$ cat src/rtl/dram_lane_pkg.sv
package dram_lane_pkg;

   // bus geometry
   localparam int DQ_W           = 36;
   localparam int LANE_W         = 18;

   // core clock and free-running output data clock
   localparam int CORE_PERIOD_NS = 20;
   localparam int QK_HALF_NS     = 80;
   localparam int QK_HALF_CYC    = (QK_HALF_NS / CORE_PERIOD_NS < 1) ? 1 :
                                   QK_HALF_NS / CORE_PERIOD_NS;
   localparam int QK_CNT_W       = 8;

   // beats moved per read or write command
   localparam int BURST_BEATS    = 2;
   localparam int CNT_W          = 6;

   // bits of the bus that carry data in each width option
   localparam logic [DQ_W-1:0] LIVE_X9  = 36'h0_0000_01ff;
   localparam logic [DQ_W-1:0] LIVE_X18 = 36'h0_0003_ffff;
   localparam logic [DQ_W-1:0] LIVE_X36 = 36'hf_ffff_ffff;

   // reset values and read buffer depth
   localparam logic [DQ_W-1:0] DQ_RST    = 36'h0_0000_0000;
   localparam logic [1:0]      SYNC_RST  = 2'h0;
   localparam logic [1:0]      BUF_DEPTH = 2'h2;

   typedef enum logic [1:0] {
      MODE_X9,
      MODE_X18,
      MODE_X36
   } width_mode_t;

   typedef enum logic [1:0] {
      CMD_READ,
      CMD_WRITE,
      CMD_REFRESH,
      CMD_MODE_SET
   } cmd_kind_t;

   typedef struct packed {
      logic      valid;
      cmd_kind_t kind;
   } cmd_t;

   typedef struct packed {
      logic            valid;
      logic [DQ_W-1:0] data;
   } word_t;

   typedef struct packed {
      logic clk;
      logic clk_n;
   } clk_pair_t;

endpackage : dram_lane_pkg

$ cat src/rtl/ddr_lane_sampler.sv
module ddr_lane_sampler #(
   parameter int W = 18
) (
   input  wire logic         i_core_clk,
   input  wire logic         i_rst,
   input  wire logic         i_data_clk,
   input  wire logic [W-1:0] i_data,
   output logic              o_beat_valid,
   output logic [W-1:0]      o_beat
);
   import dram_lane_pkg::*;

   typedef struct packed {
      logic [1:0]   clk_s;
      logic         clk_prev;
      logic [W-1:0] data_s0;
      logic [W-1:0] data_s1;
      logic         valid;
      logic [W-1:0] beat;
   } lane_state_t;

   lane_state_t s_q;
   lane_state_t s_d;

   // two-stage sync of clock and data, beat taken on either clock edge
   always_comb begin
      s_d          = s_q;
      s_d.clk_s    = {s_q.clk_s[0], i_data_clk};
      s_d.data_s0  = i_data;
      s_d.data_s1  = s_q.data_s0;
      s_d.clk_prev = s_q.clk_s[1];
      s_d.valid    = s_q.clk_s[1] ^ s_q.clk_prev;
      if (s_q.clk_s[1] ^ s_q.clk_prev) begin
         s_d.beat = s_q.data_s1;
      end
   end

   always_ff @(posedge i_core_clk) begin
      if (i_rst) begin
         s_q <= '0;
      end else begin
         s_q <= s_d;
      end
   end

   assign o_beat_valid = s_q.valid;
   assign o_beat       = s_q.beat;

endmodule : ddr_lane_sampler

$ cat src/rtl/dram_data_lane_interface.sv
// Behaviour
// - a write beat sampled with write mask high is dropped, not stored
// - write mask taken on both data clock edges; second clock in x36
// - write, refresh and chip select sampled on input clock rising edge
// - read beats driven on both edges of the output data clock
// - write data sampled on both input data clock edges, one per edge
// - data bus is 36 bits, input on writes, output on reads
// - output data clock pair toggles always, opposite polarity, read aligned
// - x36: first output clock pair bits 0-17, second pair 18-35
// - x18: first output clock pair bits 0-8, second pair 9-17
// - x9: all data bits aligned with the first output clock pair
// - read valid high exactly while valid read data is on the bus
// - read valid changes on output data clock edges
// - chip select high ignores new commands, running bursts go on
module dram_data_lane_interface
   import dram_lane_pkg::*;
#(
   parameter dram_lane_pkg::width_mode_t WIDTH_MODE =
      dram_lane_pkg::MODE_X36,
   parameter int                         BURST      =
      dram_lane_pkg::BURST_BEATS,
   parameter int                         QK_HALF    =
      dram_lane_pkg::QK_HALF_CYC
) (
   input  wire logic                       i_core_clk,
   input  wire logic                       i_rst,
   // pins to and from the controller
   input  wire logic                       i_input_clock,
   input  wire logic                       i_cs_n,
   input  wire logic                       i_we_n,
   input  wire logic                       i_ref_n,
   input  wire logic                       i_input_data_clock0,
   input  wire logic                       i_input_data_clock1,
   input  wire logic                       i_write_mask_in,
   input  wire logic [dram_lane_pkg::DQ_W-1:0] i_dq,
   output logic [dram_lane_pkg::DQ_W-1:0]  o_dq,
   output logic                            o_dq_oe,
   output dram_lane_pkg::clk_pair_t        o_output_data_clock0,
   output dram_lane_pkg::clk_pair_t        o_output_data_clock1,
   output logic                            o_read_valid_out,
   // core side
   output dram_lane_pkg::cmd_t             o_cmd,
   output dram_lane_pkg::word_t            o_wr,
   input  wire dram_lane_pkg::word_t       i_rd,
   output logic                            o_rd_ready
);
   import dram_lane_pkg::*;

   localparam logic [DQ_W-1:0] LIVE =
      (WIDTH_MODE == MODE_X9)  ? LIVE_X9  :
      (WIDTH_MODE == MODE_X18) ? LIVE_X18 : LIVE_X36;
   localparam logic [CNT_W-1:0]    BURST_N   = CNT_W'(BURST);
   localparam logic [QK_CNT_W-1:0] QK_LAST   = QK_CNT_W'(QK_HALF - 1);

   typedef struct packed {
      logic [1:0]            ck_s;
      logic                  ck_prev;
      logic [1:0]            cs_s;
      logic [1:0]            we_s;
      logic [1:0]            ref_s;
      cmd_t                  cmd;
      logic [CNT_W-1:0]      wr_left;
      logic [CNT_W-1:0]      rd_left;
      logic                  pend0;
      logic                  pend1;
      logic [LANE_W-1:0]     hold0;
      logic [LANE_W:0]       hold1;
      word_t                 wr;
      logic [QK_CNT_W-1:0]   qk_cnt;
      logic                  qk;
      logic [1:0][DQ_W-1:0]  buf_mem;
      logic                  buf_wp;
      logic                  buf_rp;
      logic [1:0]            buf_cnt;
      logic [DQ_W-1:0]       dq;
      logic                  dq_oe;
      logic                  rd_valid;
   } state_t;

   state_t              s_q;
   state_t              s_d;
   logic                lane0_v;
   logic                lane1_v;
   logic [LANE_W-1:0]   lane0_beat;
   logic [LANE_W:0]     lane1_beat;
   logic                lane1_clk;
   logic                ck_rise;
   logic                qk_edge;
   logic                push;
   logic                pop;

   // lower half of the bus always on the first data clock
   ddr_lane_sampler #(
      .W (LANE_W)
   ) u_lane0 (
      .i_core_clk   (i_core_clk),
      .i_rst        (i_rst),
      .i_data_clk   (i_input_data_clock0),
      .i_data       (i_dq[LANE_W-1:0]),
      .o_beat_valid (lane0_v),
      .o_beat       (lane0_beat)
   );

   // upper half and mask follow the second data clock only in x36
   assign lane1_clk = (WIDTH_MODE == MODE_X36) ? i_input_data_clock1 :
                                                 i_input_data_clock0;

   ddr_lane_sampler #(
      .W (LANE_W + 1)
   ) u_lane1 (
      .i_core_clk   (i_core_clk),
      .i_rst        (i_rst),
      .i_data_clk   (lane1_clk),
      .i_data       ({i_write_mask_in, i_dq[DQ_W-1:LANE_W]}),
      .o_beat_valid (lane1_v),
      .o_beat       (lane1_beat)
   );

   assign ck_rise = s_q.ck_s[1] & ~s_q.ck_prev;
   assign qk_edge = (s_q.qk_cnt == QK_LAST);
   assign push    = i_rd.valid & (s_q.buf_cnt != BUF_DEPTH);
   assign pop     = qk_edge & (s_q.rd_left != '0) & (s_q.buf_cnt != 2'h0);

   // next-state logic for commands, write beats, buffer and read lanes
   always_comb begin
      s_d           = s_q;
      s_d.cmd.valid = 1'b0;
      s_d.wr.valid  = 1'b0;

      // pin synchronisers; stage 0 feeds only stage 1
      s_d.ck_s    = {s_q.ck_s[0], i_input_clock};
      s_d.cs_s    = {s_q.cs_s[0], i_cs_n};
      s_d.we_s    = {s_q.we_s[0], i_we_n};
      s_d.ref_s   = {s_q.ref_s[0], i_ref_n};
      s_d.ck_prev = s_q.ck_s[1];

      // command decode on input clock rising edge with chip select low
      if (ck_rise && !s_q.cs_s[1]) begin
         s_d.cmd.valid = 1'b1;
         unique case ({s_q.we_s[1], s_q.ref_s[1]})
            2'b11: begin
               s_d.cmd.kind = CMD_READ;
               s_d.rd_left  = s_q.rd_left + BURST_N;
            end
            2'b01: begin
               s_d.cmd.kind = CMD_WRITE;
               s_d.wr_left  = s_q.wr_left + BURST_N;
            end
            2'b10: begin
               s_d.cmd.kind = CMD_REFRESH;
            end
            2'b00: begin
               s_d.cmd.kind = CMD_MODE_SET;
            end
         endcase
      end

      // gather both lane halves of a write beat, they may be skewed
      if (lane0_v) begin
         s_d.pend0 = 1'b1;
         s_d.hold0 = lane0_beat;
      end
      if (lane1_v) begin
         s_d.pend1 = 1'b1;
         s_d.hold1 = lane1_beat;
      end
      if (s_d.pend0 && s_d.pend1) begin
         s_d.pend0 = 1'b0;
         s_d.pend1 = 1'b0;
         if (s_q.wr_left != '0) begin
            s_d.wr_left = s_d.wr_left - 1'b1;
            if (!s_d.hold1[LANE_W]) begin
               s_d.wr.valid = 1'b1;
               s_d.wr.data  = {s_d.hold1[LANE_W-1:0], s_d.hold0} & LIVE;
            end
         end
      end

      // two-entry read buffer: the core fills, output clock edges drain
      if (push) begin
         s_d.buf_mem[s_q.buf_wp] = i_rd.data;
         s_d.buf_wp              = ~s_q.buf_wp;
      end
      if (pop) begin
         s_d.buf_rp = ~s_q.buf_rp;
      end
      s_d.buf_cnt = s_q.buf_cnt + {1'b0, push} - {1'b0, pop};

      // free-running output data clock from the core clock divider
      if (qk_edge) begin
         s_d.qk_cnt = '0;
         s_d.qk     = ~s_q.qk;
         // data and valid change only together with a clock edge
         if (pop) begin
            s_d.dq       = s_q.buf_mem[s_q.buf_rp] & LIVE;
            s_d.dq_oe    = 1'b1;
            s_d.rd_valid = 1'b1;
            s_d.rd_left  = s_d.rd_left - 1'b1;
         end else begin
            s_d.dq_oe    = 1'b0;
            s_d.rd_valid = 1'b0;
         end
      end else begin
         s_d.qk_cnt = s_q.qk_cnt + 1'b1;
      end
   end

   // state register
   always_ff @(posedge i_core_clk) begin
      if (i_rst) begin
         s_q <= '0;
      end else begin
         s_q <= s_d;
      end
   end

   // both pairs come from one divider so every lane group is edge aligned
   assign o_output_data_clock0.clk   = s_q.qk;
   assign o_output_data_clock0.clk_n = ~s_q.qk;
   assign o_output_data_clock1.clk   = s_q.qk;
   assign o_output_data_clock1.clk_n = ~s_q.qk;
   assign o_dq             = s_q.dq;
   assign o_dq_oe          = s_q.dq_oe;
   assign o_read_valid_out = s_q.rd_valid;
   assign o_cmd            = s_q.cmd;
   assign o_wr             = s_q.wr;
   assign o_rd_ready       = (s_q.buf_cnt != BUF_DEPTH);

endmodule : dram_data_lane_interface

$ cat config.mk
export PLATFORM = sky130hd
export DESIGN_NAME = dram_data_lane_interface
export DESIGN_NICKNAME = d
export VERILOG_FILES = /design/src/rtl/dram_lane_pkg.sv /design/src/rtl/ddr_lane_sampler.sv /design/src/rtl/dram_data_lane_interface.sv
export SDC_FILE = /design/constraint.sdc
export NUM_CORES = 1
export LEC_CHECK = 0
export BUFFER_PORTS_ARGS = -buffer_cell sky130_fd_sc_hd__buf_4
export CORE_UTILIZATION = 25
export CTS_CLUSTER_DIAMETER = 150
export CTS_CLUSTER_SIZE = 25
export DETAILED_ROUTE_END_ITERATION = 6
export PLACE_DENSITY = 0.4
export SYNTH_ARGS = -nofsm -noshare
export SYNTH_HDL_FRONTEND = slang
export SYNTH_HIERARCHICAL = 1
export SYNTH_SLANG_ARGS = --single-unit
$ cat constraint.sdc
create_clock -name i_core_clk -period 6.8 [get_ports i_core_clk]
set_clock_uncertainty 0.2 [all_clocks]
set_input_delay 0.34 -clock i_core_clk [delete_from_list [all_inputs] [get_ports i_core_clk]]
set_output_delay 0.34 -clock i_core_clk [all_outputs]
set_load 0.005 [all_outputs]
==> summary.md, run 1 <==
| Metric | Value |
|---|---|
| Hold slack | approximately 0.10 ns |
| Vias | just under 9000 |
| Worst Hold Class | in2reg |
| Fin nets | between 1500 and 2000 |
| Die Span X | ~230 um |
| Endpoints failing setup | 0 |
| Post-Syn Area | about 13000 um^2 |
| Max-slew headroom | between 20 and 30% |
| H-tree lvl count | 1 |
| Share of post-route cells with drive strength above 1 | between 10 and 15% |
| Cell family with most CP delay | buffers and inverters |
| Syn Nets | roughly 1500 |
| Initial core utilization | between 20% and 30% |
| Buf/Inv on CP | 2 |
| Ys Warns | 6 |
| Hpwl dp | 17100 um |
| Critical path, cell by cell | nor4_2 -> o2111ai_1 -> nor2_4 -> buf_4 -> ha_1 -> inv_1 -> ha_1 -> xor2_1 -> xnor2_1 -> nor2_1 |
| GRT Total Usage | between 10% and 20% |
| Max IR drop VDD | about 120 uV |
| First-pass GRT wire length | between 40000 and 50000 um |
| R2R cell count | 10 |
| Number of post-CTS setup repair buffers | 0 |
| Root buffer cell | clkbuf_16 |
| RR Endpoint | s_q[39] |
| F_max | about 320 MHz |
| Worst-Margin Slew | between 1 and 1.5 ns |
| DIE AREA | 53300 um^2 |
| Antenna cells | 0 |
| Hold Crit Start | i_rst |
| Leading area contributor after synthesis | dfxtp_1 |
| Clk slew on worst S/H paths | approximately 0.10 ns |
| Asr flop ratio synth | 0% |
| Worst path required time | approximately 7.0 ns |
| WS Path Type | reg2reg |
| Status | finished clean |
| Setup TNS | 0 ns |
| DR DRC count | 0 |
| Synth top area share | 52.2% |
| Setup crit end kind | register |
| Standard-cell rows | 83 |
| Layout fillers | 5456 |
| Hold-fix buffers at CTS | 80 |
| Area of the multi-input gates | 5000 um^2 |
| Drt pass-1 iters | 4 |
| CTS resizes | 0 |
| Wire length per cell | about 14 um |
| Largest net degree at the start of global routing | roughly 160 |
| DRT Wirelength | 28700 um |
| Avg Vias per Cell | slightly above 4 |
| CTS tree | yes |
| Clock Latency Late Sink | between 0.5 and 0.6 ns |
| Endpoints failing hold | 0 |
| Vias in the first global route | approximately 8400 |
| Crit path launch type | register |
| Register area share after synthesis | a little over half |
| Max_cap viols | 0 |
| Primary FF master, synth | dfxtp_1 |
| Reg area | just under 7000 um^2 |
| Flop2flop setup slack | about 3.7 ns |
| RR Startpoint | s_q[119] |
| Remaining antenna violation count after routing | 0 |
| CP arrival | 3.27 ns |
| WHS Endpoint | s_q[186] |
| DIE HEIGHT | 231 um |
| Hold path depth | 2 |
| Gr ovfl total | 0 |
| Initial DRC Count | about 350 |
| Area growth syn-to-layout | 16.7% |
| Largest stage delay, worst path | 0.62 ns |
| Clock buffer depth | 3 |
| Number of synthesized flops with an enable pin | 0 |
| Netlist cell types | 47 |
| Most Frequent Cell on Critical Path | ha_1 |
| Port bufs | 164 |
| Mean Syn Cell Area | around 9.5 um^2 |
| Cell count after synthesis | around 1400 |
| Unrepaired setup endpoints after global routing | false |
| Initial antenna violation count | 0 |
| Crit-path slowest cell | buf_4 |
| Slew Viols, Final | 0 |
| Power Density | roughly 230 nW/um^2 |
| TritonCTS buffer count | 17 |
| Final Critical Period | 3.09 ns |
| Core footprint | between 50000 and 60000 um^2 |
| Period Utilization, post-route | about 45% |
| Leak | about 5.7 nW |
| # clock sinks | about 340 |
| Crit path max fanout | 76 |
| Synth top area cells | dfxtp_1, mux2i_1, buf_4, nand2_1, nor2b_1 |
| I/O pin count | around 170 |
| #FFs+latches synth | 341 |
| Final GP Congestion | approximately 0.7 |
registers in the layout, indices dropped and copies added (netlist names):
register              count
o_cmd                     3
o_dq                     36
o_dq_oe                   1
o_output_data_clock0      1
o_wr                     37
s_d                       5
s_q                     139
u_lane0/o_beat           18
u_lane0/o_beat_valid      1
u_lane0/s_d              20
u_lane0/s_q              19
u_lane1/o_beat           19
u_lane1/o_beat_valid      1
u_lane1/s_d              21
u_lane1/s_q              20
per-stage QoR:
| step | instance area (um^2) | std cells | total power, mW | utilization, % | setup slack, ns |
|---|---|---|---|---|---|
| 6_report | 15300 | 2122 | 3.47 | 29.6 | 3.71 |
| 5_1_grt | 15300 | 2122 | 3.65 | 29.6 | 3.39 |
| 4_1_cts | 15300 | 2122 | 3.55 | 29.6 | 3.60 |
| 3_5_place_dp | 14000 | 2024 | 2.37 | 27.2 | 3.61 |
| 3_3_place_gp | 14000 | 2024 | 2.37 | 27.2 | 3.64 |
| 2_1_floorplan | 13100 | 1371 | 2.28 | - | 4.25 |
cell usage in the layout, fill, tap and decap left out, types with 5 or more instances in the layout:
cell type	Yosys	final
nor3_1	6	6
mux2i_1	112	112
clkbuf_16	0	17
xnor2_1	15	15
inv_1	9	9
a21oi_1	76	76
nor2b_1	89	89
buf_4	120	174
nand3_1	9	9
dlygate4sd3_1	0	80
nand2b_1	75	75
ha_1	7	7
nor2_1	141	139
nand2_1	154	154
xor2_1	8	8
o21ai_0	5	5
a211oi_1	73	73
and3_1	7	7
dfxtp_1	341	340
Yosys cell counts (2+ instances only):
cell / n
nand2_1: 154
o21ai_0: 5
o21a_1: 2
dfxtp_1: 341
nor3b_1: 4
ha_1: 7
a31oi_1: 4
xor2_1: 8
nor3_1: 6
nand4b_1: 2
a211oi_1: 73
nand2b_1: 75
and2_1: 2
a311oi_1: 3
nor2b_1: 89
buf_6: 2
xnor2_1: 15
nor4_1: 2
a21oi_1: 76
nor2_1: 141
inv_1: 9
a211o_1: 2
and3_1: 7
or4_1: 2
mux2i_1: 112
nand3_1: 9
or2_2: 3
buf_4: 120
and3_2: 2
clkbuf_1: 63
buf_2: 15
report_power, final:
part           leakage [nW]  internal [mW]  switching, mW
Clock                 0.216          0.457          0.656
Combinational          2.68          0.132          0.138
Sequential             2.78           2.06         0.0263
how the worst max path moves through the flow:
| stage | endpoint | start | cells past startpoint |
|---|---|---|---|
| after detailed placement | s_q[39] | s_q[119] | 10 |
| after global placement | s_q[39] | s_q[119] | 10 |
| after CTS | s_q[39] | s_q[119] | 10 |
| after floorplan | s_q[39] | s_q[201] | 11 |
| after global routing | s_q[39] | s_q[119] | 10 |
| final | s_q[39] | s_q[119] | 10 |
per-layer routing:
| layer | track usage (%) | share of wire, % | vias to the layer above |
|---|---|---|---|
| met1 | 14.1 | 50 | 3996 |
| li1 | - | - | 4515 |
| met3 | 1.90 | 3.9 | 26 |
| met4 | 2.57 | 1.5 | 0 |
| met5 | 0 | 0 | - |
| met2 | 17.1 | 45 | 142 |
cell families after synthesis:
family,count (synthesis),share of synthesized area (%)
muxes,113,8.65
xor gates and xnor gates,25,1.87
AOI/OAI and AO/OA,170,8.23
DFF,341,52.2
buffers and inverters,211,9.84
and+or+nand+nor,504,18.6
adders and majority gates,7,0.669
area by class of cell:
| cell class | instances | share of cell area [%] |
|---|---|---|
| Sequential cell | 341 | 44.7 |
| Multi-Input combinational cell | 819 | 32.7 |
| Timing Repair Buffer | 255 | 13.9 |
| Tap cell | 680 | 5.57 |
| Clock buffer | 17 | 2.79 |
| Inverter | 9 | 0.221 |
| Clock inverter | 1 | 0.0738 |
Note: power is estimated with default switching activity, not from simulation.
==> inputs of run 2 (changes only) <==
--- a/config.mk
+++ b/config.mk
@@ -10,7 +10,7 @@
 export CTS_CLUSTER_DIAMETER = 150
 export CTS_CLUSTER_SIZE = 25
 export DETAILED_ROUTE_END_ITERATION = 6
-export PLACE_DENSITY = 0.4
+export PLACE_DENSITY = 0.41
 export SYNTH_ARGS = -nofsm -noshare
 export SYNTH_HDL_FRONTEND = slang
 export SYNTH_HIERARCHICAL = 1
==> constraint.sdc (replaced) <==
create_clock -name i_core_clk -period 2.7 [get_ports i_core_clk]
set_clock_uncertainty 0.2 [all_clocks]
set_input_delay 0.135 -clock i_core_clk [delete_from_list [all_inputs] [get_ports i_core_clk]]
set_output_delay 0.135 -clock i_core_clk [all_outputs]
set_load 0.005 [all_outputs]
==> summary.md, run 2 (same netlist as run 1, synthesis figures left out) <==
| Metric | Value |
|---|---|
| Status | finished clean |
| Standard-cell rows | 83 |
| Vias in the first global route | about 8500 |
| Port bufs | between 150 and 200 |
| Final Critical Period | 2.39 ns |
| WHS Endpoint | u_lane1/s_d[35] |
| Hold path depth | 3 |
| Initial antenna violation count | 2 |
| Endpoints failing hold | 0 |
| Largest register FFs | about 140 |
| Area growth syn-to-layout | 18.0% |
| Flop2flop setup slack | about 0.31 ns |
| Max_cap viols | 0 |
| Largest stage delay, worst path | 0.58 ns |
| Commonest cells after routing, fill and taps aside | dfxtp_1, buf_4, nand2_1, nor2_1, mux2i_1 |
| First-pass GRT wire length | approximately 45000 um |
| Number of post-CTS setup repair buffers | 0 |
| TritonCTS buffer count | 17 |
| Root buffer cell | clkbuf_16 |
| Buf/Inv on CP | 1 |
| RR Startpoint | s_q[201] |
| Max-slew headroom | about 56% |
| WS Path Type | reg2reg |
| Period Utilization, post-route | approximately nine tenths |
| DIE AREA | around 53000 um^2 |
| Antenna cells | 0 |
| H-tree lvl count | 1 |
| Leak | about 5.8 nW |
| DRT Wirelength | between 20000 and 30000 um |
| Crit path launch type | register |
| Crit path max fanout | 6 |
| Crit-path slowest cell | or4_1 |
| Die Span X | ~230 um |
| Hpwl dp | ~18000 um |
| Core footprint | 51500 um^2 |
| Final GP Congestion | around 0.69 |
| F_max | between 400 and 500 MHz |
| Worst path required time | between 2 and 3 ns |
| Post-Place Cell Area | roughly 14000 um^2 |
| Endpoints failing setup | 0 |
| I/O pin count | 165 |
| RR Endpoint | s_q[39] |
| Clock Latency Late Sink | 0.53 ns |
| Worst Hold Class | in2reg |
| Gr ovfl total | 0 |
| Setup TNS | 0 ns |
| GRT Total Usage | between 10% and 20% |
| Clk slew on worst S/H paths | 0.11 ns |
| CTS resizes | 0 |
| Initial DRC Count | about 360 |
| Clock buffer depth | 3 |
| Vias | 8719 |
| Biggest register | s_q |
| Largest net degree at the start of global routing | 87 |
| Setup crit end kind | register |
| # clock sinks | 341 |
| CTS tree | yes |
| DR DRC count | 0 |
| Power Density | 566 nW/um^2 |
| Critical path, cell by cell | or4_1 -> nor3_2 -> nor2_4 -> ha_1 -> inv_1 -> ha_1 -> xor2_1 -> xnor2_1 -> nor2_1 |
| Power, Total | approximately 8.7 mW |
| Avg Vias per Cell | 4.08 |
| R2R cell count | 9 |
| CP arrival | about 2.6 ns |
| Fin nets | around 1500 |
| Commonest non-fill, non-tap cell in the layout | dfxtp_1 |
| Final instance area | roughly 15000 um^2 |
| Worst-Margin Slew | ~0.65 ns |
| Slew Viols, Final | 0 |
| Initial core utilization | ~25% |
| Cell family with most CP delay | simple AND/OR/NAND/NOR gates |
| Unrepaired setup endpoints after global routing | false |
| Share of post-route cells with drive strength above 1 | 15.0% |
| Remaining antenna violation count after routing | 0 |
| DIE HEIGHT | about 230 um |
| Hold Crit Start | i_dq[33] |
| Drt pass-1 iters | 6 |
| Most Frequent Cell on Critical Path | ha_1 |
| Max IR drop VDD | 402 uV |
| Wire length per cell | about 13 um |
## run 2: power by group
| part | total [mW] | leakage, nW | switching [mW] | internal [mW] |
|---|---|---|---|---|
| sequential | 5.24 | 2.78 | 0.0654 | 5.18 |
| combinational | 0.697 | 2.76 | 0.351 | 0.347 |
| clock | 2.79 | 0.220 | 1.64 | 1.16 |
## run 2: worst min-delay path, stage by stage
cell and delay, ns:
dlygate4sd3_1 0.52, buf_4 0.09, nor2b_1 0.10
## run 2: timing repair
item / CTS / global route
endpoints found under the setup margin: 0 / 0
hold endpoints to repair: 168 / 0
hold buffers: 83 / 0
## run 2: how the worst max path moves through the flow
stage,start,end,slack (ns),cells after the start
6_report,s_q[201],s_q[39],0.31,9
2_1_floorplan,s_q[201],s_q[39],0.15,11
3_3_place_gp,s_q[201],s_q[39],0.30,9
4_1_cts,s_q[201],s_q[39],0.30,9
5_1_grt,s_q[215],s_q[203],0.14,7
3_5_place_dp,s_q[201],s_q[39],0.32,9
## run 2: final cells by class
type / instances / area (um^2)
clock inverter: 2 / 20.0
sequential: 341 / 6830
timing repair buffer: 268 / 2290
fill: 5503 / 36100
clock buffer: 17 / 425
tap: 680 / 851
multi-input combinational: 819 / 5000
inverter: 9 / 33.8
## run 2: metal layers
layer  vias to the layer above  track usage [%]  routed length, um
li1                       4545                -                  -
met1                      3982             14.2              13800
met2                       162             17.1              12600
met3                        26             2.04               1400
met4                         4             1.97                439
met5                         -                0                 23
## run 2: per-stage QoR
stage	hold slack, ns	utilization [%]	setup WS (ns)	instances
final	0.152	30.0	0.314	2136
after global routing	0.134	30.0	0.141	2136
after CTS	0.118	30.0	0.298	2136
after detailed placement	0.149	27.5	0.316	2034
after global placement	0.148	27.5	0.301	2034
after floorplan	0.0632	-	0.149	1371
